--- src/rtl/sotc_pkg.sv ---
// package: register map, field layout, reset values and timing of the synth tune control
package sotc_pkg;

	localparam logic [7:0] OFS_PIN_OVERRIDE = 8'h58; // synth_pin_override
	localparam logic [7:0] OFS_TUNE_CODE    = 8'h59; // oscillator_tune_code
	localparam logic [7:0] OFS_HOLD         = 8'h5c; // synth_hold_control
	localparam logic [7:0] OFS_TUNE_CTRL    = 8'h5d; // tune_engine_control
	localparam logic [7:0] OFS_TUNE_STATUS  = 8'h5e; // tune_engine_status

	localparam int POS_OVR_SELECT  = 7;
	localparam int POS_REFOUT_C_LO = 2;
	localparam int POS_SE_SELECT   = 1;
	localparam int POS_SYNTH_ON    = 0;
	localparam int POS_HOLD        = 0;
	localparam int POS_ENGINE_GO   = 0;
	localparam int POS_SETTLE_LO   = 4;
	localparam int POS_FINISHED    = 0;

	localparam logic [7:0] RST_PIN_OVERRIDE = 8'h00;
	localparam logic [6:0] RST_TUNE_CODE    = 7'h00;
	localparam logic [7:0] RST_HOLD         = 8'h00;
	localparam logic [7:0] RST_TUNE_CTRL    = 8'h40;

	// writable bit masks: reserved bits stay zero
	localparam logic [7:0] MASK_PIN_OVERRIDE = 8'hbf;
	localparam logic [7:0] MASK_HOLD         = 8'h01;
	localparam logic [7:0] MASK_TUNE_CTRL    = 8'h71;

	// settle wait per tune step: base time times (select + 1)
	localparam int SETTLE_BASE_NS  = 256;
	localparam int CLK_PERIOD_NS   = 8;
	localparam int SETTLE_BASE_CYC = (SETTLE_BASE_NS + CLK_PERIOD_NS - 1) / CLK_PERIOD_NS;

	localparam logic [6:0] TUNE_MID = 7'h40;

	typedef enum logic [3:0] {
		ST_HOLD   = 4'b0001,
		ST_STEP   = 4'b0010,
		ST_SETTLE = 4'b0100,
		ST_DONE   = 4'b1000
	} sotc_state_t;

endpackage : sotc_pkg

--- src/rtl/sotc_ctrl.sv ---
// synth override, refout divider select and automatic oscillator tune engine
// Behaviour
// - override set: field picks refout c divider
// - override clear: straps pick refout c
// - override set: bit selects single-ended reference
// - override set: bit enables synthesizer
// - seven-bit tune code, software and engine written
// - settle select, reset 4, sets wait
// - run starts when hold written zero
// - engine steers code to centre oscillator
// - status register read-only, writes ignored
// - finished bit set after run or skip
module sotc_ctrl (
	input  wire logic       clk,                // 125 MHz register clock
	input  wire logic       nrst,               // async reset, active low
	input  wire logic       reg_wr,             // register write strobe
	input  wire logic       reg_rd,             // register read strobe
	input  wire logic [7:0] reg_addr,           // register offset
	input  wire logic [7:0] reg_wdata,          // write data
	output logic      [7:0] reg_rdata,          // read data, valid cycle after reg_rd
	input  wire logic       clock_strap_zero,   // strap pin, async
	input  wire logic       clock_strap_one,    // strap pin, async
	input  wire logic       single_ended_ref_strap, // strap pin, async
	input  wire logic       synth_enable_strap, // strap pin, async
	input  wire logic       osc_fast,           // oscillator above centre, async
	output logic            synth_on,           // synthesizer enable
	output logic            single_ended_ref_input_sel, // use single-ended reference
	output logic      [1:0] reference_out_c,    // 0 off, 1 div1, 2 div2, 3 div4
	output logic      [6:0] oscillator_tune_code, // tune code to oscillator
	output logic            synth_hold          // synthesizer held in reset
);

	logic [7:0] ovr_q;
	logic [6:0] code_q;
	logic       hold_q;
	logic [7:0] ctrl_q;
	logic       finished_q;
	logic [3:0] strap_m_q, strap_q;
	logic [1:0] fast_s_q;
	sotc_pkg::sotc_state_t state_q;
	logic [6:0] step_q;
	logic [15:0] wait_q;

	// one write decode shared by the four writable register offsets
	function automatic logic hits(input logic strobe, input logic [7:0] addr,
		input logic [7:0] ofs);
		hits = strobe && (addr == ofs);
	endfunction : hits

	logic wr_ovr;
	logic wr_code;
	logic wr_hold;
	logic wr_ctrl;
	logic hold_release;
	logic hold_set;
	assign wr_ovr  = hits(reg_wr, reg_addr, sotc_pkg::OFS_PIN_OVERRIDE);
	assign wr_code = hits(reg_wr, reg_addr, sotc_pkg::OFS_TUNE_CODE);
	assign wr_hold = hits(reg_wr, reg_addr, sotc_pkg::OFS_HOLD);
	assign wr_ctrl = hits(reg_wr, reg_addr, sotc_pkg::OFS_TUNE_CTRL);
	assign hold_release = wr_hold && !reg_wdata[sotc_pkg::POS_HOLD];
	// a hold write with the hold bit set in mid-run aborts the engine
	assign hold_set     = wr_hold && reg_wdata[sotc_pkg::POS_HOLD];

	// keep or drop the bit under test
	logic [6:0] next_code;
	assign next_code = fast_s_q[1] ? (code_q & ~step_q) : code_q;

	logic engine_go;
	logic [2:0] settle_sel;
	assign engine_go  = ctrl_q[sotc_pkg::POS_ENGINE_GO];
	assign settle_sel = ctrl_q[sotc_pkg::POS_SETTLE_LO +: 3];

	// straps come from pins: two-stage synchronisers
	// the first stage may go metastable, so only strap_q is read
	always_ff @(posedge clk or negedge nrst) begin
		if (!nrst) begin
			strap_m_q <= 4'h0;
			strap_q   <= 4'h0;
		end else begin
			strap_m_q <= {synth_enable_strap, single_ended_ref_strap,
				clock_strap_one, clock_strap_zero};
			strap_q   <= strap_m_q;
		end
	end

	// comparator runs off the oscillator, not off clk
	always_ff @(posedge clk or negedge nrst) begin
		if (!nrst) begin
			fast_s_q <= 2'h0;
		end else begin
			fast_s_q <= {fast_s_q[0], osc_fast};
		end
	end

	always_ff @(posedge clk or negedge nrst) begin
		if (!nrst) begin
			ovr_q <= sotc_pkg::RST_PIN_OVERRIDE;
		end else if (wr_ovr) begin
			ovr_q <= reg_wdata & sotc_pkg::MASK_PIN_OVERRIDE;
		end
	end

	always_ff @(posedge clk or negedge nrst) begin
		if (!nrst) begin
			hold_q <= sotc_pkg::RST_HOLD[0];
		end else if (wr_hold) begin
			hold_q <= reg_wdata[sotc_pkg::POS_HOLD];
		end
	end

	always_ff @(posedge clk or negedge nrst) begin
		if (!nrst) begin
			ctrl_q <= sotc_pkg::RST_TUNE_CTRL;
		end else if (wr_ctrl) begin
			ctrl_q <= reg_wdata & sotc_pkg::MASK_TUNE_CTRL;
		end
	end

	// wait grows linearly with the select; the top select gives eight base units
	function automatic logic [15:0] settle_cycles(input logic [2:0] sel);
		settle_cycles = 16'(sotc_pkg::SETTLE_BASE_CYC * (int'(sel) + 1));
	endfunction : settle_cycles

	// tune engine: binary search from the top bit down
	always_ff @(posedge clk or negedge nrst) begin
		if (!nrst) begin
			state_q    <= sotc_pkg::ST_HOLD;
			code_q     <= sotc_pkg::RST_TUNE_CODE;
			step_q     <= 7'h00;
			wait_q     <= 16'h0000;
			finished_q <= 1'b0;
		end else begin
			unique case (state_q)
				sotc_pkg::ST_HOLD: begin
					if (wr_code)
						code_q <= reg_wdata[6:0];
					if (hold_release && !engine_go) begin
						finished_q <= 1'b1;
						state_q    <= sotc_pkg::ST_DONE;
					end else if (hold_release) begin
						code_q  <= sotc_pkg::TUNE_MID;
						step_q  <= sotc_pkg::TUNE_MID;
						wait_q  <= settle_cycles(settle_sel);
						state_q <= sotc_pkg::ST_SETTLE;
					end
				end
				sotc_pkg::ST_SETTLE: begin
					if (hold_set) begin
						state_q <= sotc_pkg::ST_HOLD;
					end else if (wait_q <= 16'h0001) begin
						state_q <= sotc_pkg::ST_STEP;
					end else begin
						wait_q <= wait_q - 16'h0001;
					end
				end
				sotc_pkg::ST_STEP: begin
					// commit bit, try the next one down
					if (hold_set) begin
						state_q <= sotc_pkg::ST_HOLD;
					end else if (step_q == 7'h01) begin
						code_q     <= next_code;
						finished_q <= 1'b1;
						state_q    <= sotc_pkg::ST_DONE;
					end else begin
						code_q  <= next_code | (step_q >> 1);
						step_q  <= step_q >> 1;
						wait_q  <= settle_cycles(settle_sel);
						state_q <= sotc_pkg::ST_SETTLE;
					end
				end
				sotc_pkg::ST_DONE: begin
					if (wr_code)
						code_q <= reg_wdata[6:0];
					if (hold_set) begin
						finished_q <= 1'b0;
						state_q    <= sotc_pkg::ST_HOLD;
					end else if (hold_release) begin
						finished_q <= !engine_go;
						if (engine_go) begin
							code_q  <= sotc_pkg::TUNE_MID;
							step_q  <= sotc_pkg::TUNE_MID;
							wait_q  <= settle_cycles(settle_sel);
							state_q <= sotc_pkg::ST_SETTLE;
						end
					end
				end
			endcase
		end
	end

	// override bit chooses the register field over the synchronised strap
	function automatic logic pick1(input logic sel, input logic reg_val,
		input logic strap_val);
		pick1 = sel ? reg_val : strap_val;
	endfunction : pick1

	function automatic logic [1:0] pick2(input logic sel, input logic [1:0] reg_val,
		input logic [1:0] strap_val);
		pick2 = sel ? reg_val : strap_val;
	endfunction : pick2

	logic ovr_on;
	assign ovr_on = ovr_q[sotc_pkg::POS_OVR_SELECT];

	always_ff @(posedge clk or negedge nrst) begin
		if (!nrst) begin
			synth_on <= 1'b0;
		end else begin
			synth_on <= pick1(ovr_on, ovr_q[sotc_pkg::POS_SYNTH_ON], strap_q[3]);
		end
	end

	always_ff @(posedge clk or negedge nrst) begin
		if (!nrst) begin
			single_ended_ref_input_sel <= 1'b0;
		end else begin
			single_ended_ref_input_sel <= pick1(ovr_on, ovr_q[sotc_pkg::POS_SE_SELECT],
				strap_q[2]);
		end
	end

	// divider field when override is set; straps pick refout c when it is clear
	always_ff @(posedge clk or negedge nrst) begin
		if (!nrst) begin
			reference_out_c <= 2'h0;
		end else begin
			reference_out_c <= pick2(ovr_on, ovr_q[sotc_pkg::POS_REFOUT_C_LO +: 2],
				strap_q[1:0]);
		end
	end

	// tune code output lags the register by one cycle
	always_ff @(posedge clk or negedge nrst) begin
		if (!nrst) begin
			oscillator_tune_code <= 7'h00;
		end else begin
			oscillator_tune_code <= code_q;
		end
	end

	always_ff @(posedge clk or negedge nrst) begin
		if (!nrst) begin
			synth_hold <= 1'b0;
		end else begin
			synth_hold <= hold_q;
		end
	end

	// read mux; status has no write path
	function automatic logic [7:0] reg_view(input logic [7:0] addr);
		unique case (addr)
			sotc_pkg::OFS_PIN_OVERRIDE: reg_view = ovr_q;
			sotc_pkg::OFS_TUNE_CODE:    reg_view = {1'b0, code_q};
			sotc_pkg::OFS_HOLD:         reg_view = {7'h00, hold_q};
			sotc_pkg::OFS_TUNE_CTRL:    reg_view = ctrl_q;
			sotc_pkg::OFS_TUNE_STATUS:  reg_view = {7'h00, finished_q};
			default:                    reg_view = 8'h00;
		endcase
	endfunction : reg_view

	// read data is registered and holds until the next read
	always_ff @(posedge clk or negedge nrst) begin
		if (!nrst) begin
			reg_rdata <= 8'h00;
		end else if (reg_rd) begin
			reg_rdata <= reg_view(reg_addr);
		end
	end

endmodule : sotc_ctrl

--- config.mk ---
export PLATFORM = sky130hd
export DESIGN_NAME = sotc_ctrl
export DESIGN_NICKNAME = d
export VERILOG_FILES = /design/src/rtl/sotc_pkg.sv /design/src/rtl/sotc_ctrl.sv
export SDC_FILE = /design/constraint.sdc
export NUM_CORES = 1
export LEC_CHECK = 0
export ABC_CLOCK_PERIOD_IN_PS = 2300
export BUFFER_PORTS_ARGS = -buffer_cell sky130_fd_sc_hd__clkbuf_2
export CORE_MARGIN = 2
export CORE_UTILIZATION = 52
export CTS_CLUSTER_DIAMETER = 120
export CTS_CLUSTER_SIZE = 8
export DETAILED_ROUTE_END_ITERATION = 10
export HOLD_SLACK_MARGIN = 0.08
export PLACE_DENSITY = 0.72
export SYNTH_ARGS = -nofsm -noshare
export SYNTH_HDL_FRONTEND = slang
export SYNTH_SLANG_ARGS = --single-unit
--- constraint.sdc ---
create_clock -name clk -period 2.3 [get_ports clk]
set_input_delay 0.345 -clock clk [delete_from_list [all_inputs] [get_ports clk]]
set_output_delay 0.345 -clock clk [all_outputs]
set_load 0.1 [all_outputs]
# == Word-level counts from Yosys, hierarchy flattened ==
# Index checks and enable logic that the tools add are counted.
# classes
mul,0
n_eq_ne,25
muxes,48
div,0
n_shift,0
n_addsub,2
n_bitwise,3
n_reduce_logical,15
magnitude_cmp,1
# op_table
op,n
$mux W16,9
$mux W7,16
$pmux W16 S4,1
$pmux W7 S3,2
$eq A8 B7 Y1 const B,5
$pmux W8 S5,1
$mux W4,9
$ne A2 B2 Y1 const B,11
$le A16 B1 Y1 const B,1
$pmux W4 S4,1
$sub A16 B1 Y16 const B,1
$ne A3 B3 Y1 const B,4
$reduce_and A9 Y1,1
$reduce_and A8 Y1,1
$and A7 B7 Y7,1
$eq A7 B1 Y1 const B,1
$logic_and A1 B1 Y1,7
$mux W1,7
$not A7 Y7,1
$or A7 B6 Y7,1
$reduce_and A5 Y1,1
$add A3 B1 Y4 const B,1
$eq A4 B1 Y1 const B,1
$eq A4 B2 Y1 const B,1
other kinds (8),9
# totals
elab_cells,111
out_inout_bits,20
ram_bits,0
latchBits,0
mem_count,0
mem_bits_ro,0
inputBits,25
ff_bits,77

# == Longest topological paths before layout ==
# depth
depth_word,7
depth_mapped,9
ltp_nobuf,7

# == Worst setup path before layout ==
# Ideal clock, no wire load.
# synth_timing
kind,reg-to-reg
startpoint,register state_q[2]
endpoint,register wait_q[7]
arrival_ps,2073
path_stages_with_launch,10
required_time_ps,2171
synth_period_minus_slack_ps,2202
setup_slack_ps,98
cell_sequence,dfrtp_1 buf_2 or4b_1 buf_2 or3_4 o21ai_4 or2_1 buf_6 buf_6 o21ai_1
# synth_between
elab_chain_cells,3
word_cells_on_any_way,15
classes_between,13 x eq/ne; 1 x mux; 1 x reduce/logical
# synth_rtl
item,line_no,text
start: declaration,sotc_ctrl.sv:40,sotc_pkg::sotc_state_t state_q;
start signal: assignment,sotc_ctrl.sv:127,state_q <= sotc_pkg::ST_HOLD;
start signal: assignment,sotc_ctrl.sv:139,state_q <= sotc_pkg::ST_DONE;
start signal: assignment,sotc_ctrl.sv:144,state_q <= sotc_pkg::ST_SETTLE;
$eq A4 B3 Y1 (tied with other cells),sotc_ctrl.sv:133,unique case (state_q)
$ne A2 B2 Y1 (no line),--,
$reduce_and A9 Y1 (no line),--,
end signal: assignment,sotc_ctrl.sv:143,wait_q <= settle_cycles(settle_sel);
end signal: assignment,sotc_ctrl.sv:153,wait_q <= wait_q - 16'h0001;
end signal: assignment,sotc_ctrl.sv:167,wait_q <= settle_cycles(settle_sel);
end: declaration,sotc_ctrl.sv:42,logic [15:0] wait_q;
# Several ways; a longest one is shown, not always the timed one.
# A chain may end at the register's enable or synchronous reset.

# == Worst setup path after layout ==
# layout_timing
startpoint,register state_q[2]
endpoint,register state_q[1]
# layout_between
elab_chain_cells,3
word_cells_on_any_way,10
classes_between,8 x eq/ne; 1 x mux; 1 x reduce/logical
# layout_rtl
item,line_no
$eq A4 B3 Y1 (tied with other cells),sotc_ctrl.sv:133
$ne A3 B3 Y1 (no line),--
$reduce_and A4 Y1 (no line),--
# Several ways; a longest one is shown, not always the timed one.

==> run summary <==
Vias in the first global route: 2777
Post-route ant nets: 0
Setup Crit Path Kind: flip-flop to flip-flop
GR Util met1: 29.47%
Finish-stage setup viols: 0
Fin. max-slew vios: 0
Worst R2R Start: state_q[2]$_DFFE_PN0P_
Growth of design area from synthesis to finish: 20.28%
Insertion delay to the later sink of the worst-skew pair: 0.36 ns
Starting density of the core: 54.06%
DIE HEIGHT: 88.51 um
Cells after synthesis: 340
Vias: 2955
Iteration-0 DRC Markers: 194
DIE WIDTH: 88.51 um
Drt wl/cell: 16.07 um
PortBufs: 44
Ys flop type: dfrtp_1
DR DRC count: 0
Worst-path cell chain: or4b_1, or3_4, o21ai_4, or2_1, buf_12, nor2b_1
Syn Std Cell Area: 3714 um^2
FF-to-FF setup slack: 0.14 ns
Asr flop ratio synth: 100.0%
Cell variety after synth: 61
Hold_sp: clock_strap_one
Initial antenna violation count: 0
WL final: 8.245 mm
Largest net degree at the start of global routing: 43
Rows: 30
Most area-consuming cells after synthesis: dfrtp_1 51%, mux2_2 4.9%, a22o_1 2.4%, o21ai_0 2.3%, nor2_1 2.2%
Final period util: 93.87%
Syn_area_per_cell: 10.92 um^2
Post-synthesis adder-cell area fraction: 1.011%
Synth Area in Compound Gates: 20.75%
Fmax: 463.2 MHz
IO Pins: 45
Unrepaired setup endpoints after global routing: no
Clk pin slew, worst setup/hold paths: 0.08 ns
CP max stage cell: or4b_1
GRT met2 Usage: 37.32%
GRT Resource Usage Total: 22.56%
1st-pass router iterations: 4
Clock Tree Buf Depth: 2
Static Leak: 0.002046 uW
Vias per cell: 5.760
Synth warn: 0
Slew @ Worst Pin: 0.5562 ns
Worst hold path class: primary input to flip-flop
Number of H-tree levels: 3
Final global-route overflow total: 0
Final hold vios: 0
RR Endpoint: state_q[1]$_DFFE_PN0P_
CP delay by family, top: simple AND/OR/NAND/NOR gates
Reg2Reg Depth: 6
Clock Skew: 0.01196 ns
CP endpoint kind: flip-flop
First-pass GRT wire length: 13.56 mm
XOR/XNOR Fraction of Synth Area: 0.4717%
Outcome: completed
Yosys reg bits: 77
Relative slew slack: 62.92%
CTS tree: yes
Post-Synth Simple-Gate Area: 16.75%
Pwr Density: 818.1 nW/um^2
Fin crit period: 2.159 ns
Peak VDD IR: 488.8 uV
MaxCap Viol Count: 0
Cell taking the most area after synthesis: dfrtp_1
Post-synth net total: 368
Setup TNS Final: 0 ns
Hold endpoint: strap_m_q[1]$_DFF_PN0_
Gr busiest metal: met2
Hold WS: 0.09086 ns
Hold depth: 1
Buffers & Inverters on Critical Path: 1
CTS root buf: clkbuf_8
CP required: 2.58 ns
Post-synthesis sequential area ratio: 51.95%
Post-synth EDFFs: 0
Critical Path Fanout Max: 17
ANT cells: 0
Final Wtd Congestion: 0.8635
Largest family of logic cells by synthesized area: compound AO/OA/AOI/OAI gates
Slowest Stage Delay on Critical Path: 0.62 ns
CP arrival: 2.44 ns
TritonCTS Buffers: 9
Layout Nets: 440
Layout cells sized above 1: 28.78%
Yosys top cell area share: 50.54%
M3 GR Usage: 4.757%
Startpoint Class: flip-flop
HPWL after DPL: 5.878 mm
Clock Sinks: 77
Mux contribution to synthesized area: 5.425%
Core Box Area: 6869 um^2
Postcts setup bufs: 0
Die area: 7833 um^2
-- worst max path at each step --
stage,startpoint,end,slack (ns),cells after the start
2_1_floorplan,state_q[2]$_DFFE_PN0P_,wait_q[7]$_DFFE_PN0P_,0.1,9
3_3_place_gp,reg_addr[7],code_q[1]$_DFFE_PN0N_,0.12,7
3_5_place_dp,state_q[2]$_DFFE_PN0P_,state_q[2]$_DFFE_PN0P_,0.12,6
4_1_cts,state_q[2]$_DFFE_PN0P_,state_q[2]$_DFFE_PN0P_,0.09,6
5_1_grt,wait_q[1]$_DFFE_PN0P_,wait_q[14]$_DFFE_PN0P_,0.02,7
6_report,state_q[2]$_DFFE_PN0P_,state_q[1]$_DFFE_PN0P_,0.14,6
-- where the power goes --
| part | leakage (uW) | total, uW | switching, uW | internal, uW |
|---|---|---|---|---|
| registers | 0.00101 | 1680 | 169 | 1510 |
| clock network | 0.0000931 | 974 | 558 | 416 |
| logic | 0.000944 | 997 | 535 | 462 |
-- Yosys cell counts (6+ instances only) --
| library cell | number |
|---|---|
| a22oi_1 | 6 |
| or3_1 | 7 |
| o22ai_1 | 8 |
| a22o_1 | 10 |
| inv_1 | 13 |
| o21ai_0 | 17 |
| nor3_1 | 15 |
| mux2_2 | 16 |
| nand2_1 | 18 |
| nor2_1 | 22 |
| clkbuf_1 | 10 |
| dfrtp_1 | 75 |
| a21oi_1 | 12 |
| o22a_1 | 8 |
| o21ai_1 | 7 |
| o31ai_1 | 7 |
-- stage by stage --
step                      instances  power (uW)  util (%)  setup slack [ns]  instance area [um^2]
after floorplan                 340        2331         -           0.09783                  3714
after global placement          492        2645     61.40            0.1217                  4218
after detailed placement        492        2678     61.40            0.1152                  4218
after CTS                       513        3669     64.85           0.09232                  4454
after global routing            513        3878     65.03           0.02187                  4467
final                           513        3654     65.03            0.1410                  4467
-- final cells by class --
type	count	area [um^2]
clock buffer	9	123.9
timing repair buffer	77	520.5
tap	96	120.1
clock inverter	7	62.56
multi-input combinational	234	1662
inverter	13	48.80
fill	555	2402
sequential	77	1929
-- sequential cells by signal (all words and copies together) (netlist names) --
register and cells:
wait_q 16, synth_hold 1, fast_s_q 2, code_q 7
strap_m_q 4, step_q 7, state_q 4, finished_q 1
reference_out_c 2, strap_q 4, reg_rdata 8, single_ended_ref_input_sel 1
ctrl_q 4, ovr_q 7, synth_on 1, oscillator_tune_code 7
hold_q 1
-- cells in the final DEF (no fill, tap or decap), types with 10 or more instances in the layout --
| master | synthesis | routed |
|---|---|---|
| nor2_1 | 22 | 21 |
| nand2_1 | 18 | 18 |
| dfrtp_1 | 75 | 75 |
| o21ai_0 | 17 | 17 |
| clkbuf_2 | 0 | 43 |
| mux2_2 | 16 | 16 |
| inv_1 | 13 | 13 |
| a22o_1 | 10 | 10 |
| a21oi_1 | 12 | 12 |
| nor3_1 | 15 | 15 |
| buf_4 | 0 | 26 |
-- timing repair --
item / CTS / global route
hold buffers: 5 / 0
endpoints found under the setup margin: 0 / 7
gates resized for setup: 0 / 3
endpoints found under the hold margin: 43 / 0
-- metal layers --
layer  vias up  wire [um]  share of wire (%)
met3        15        274                3.3
met5         -          0                  0
li1       1438          -                  -
met1      1443       3761                 46
met2        59       4050                 49
met4         0        158                1.9
-- cell families (layout without fill, tap and decap cells) --
group	Yosys count	after routing
simple gates	106	106
compound gates	105	105
flops	77	77
buf+inv	29	106
mux	18	18
fa+ha+maj	3	3
xor+xnor	2	2
No activity file was read; power rests on OpenSTA's default activity.
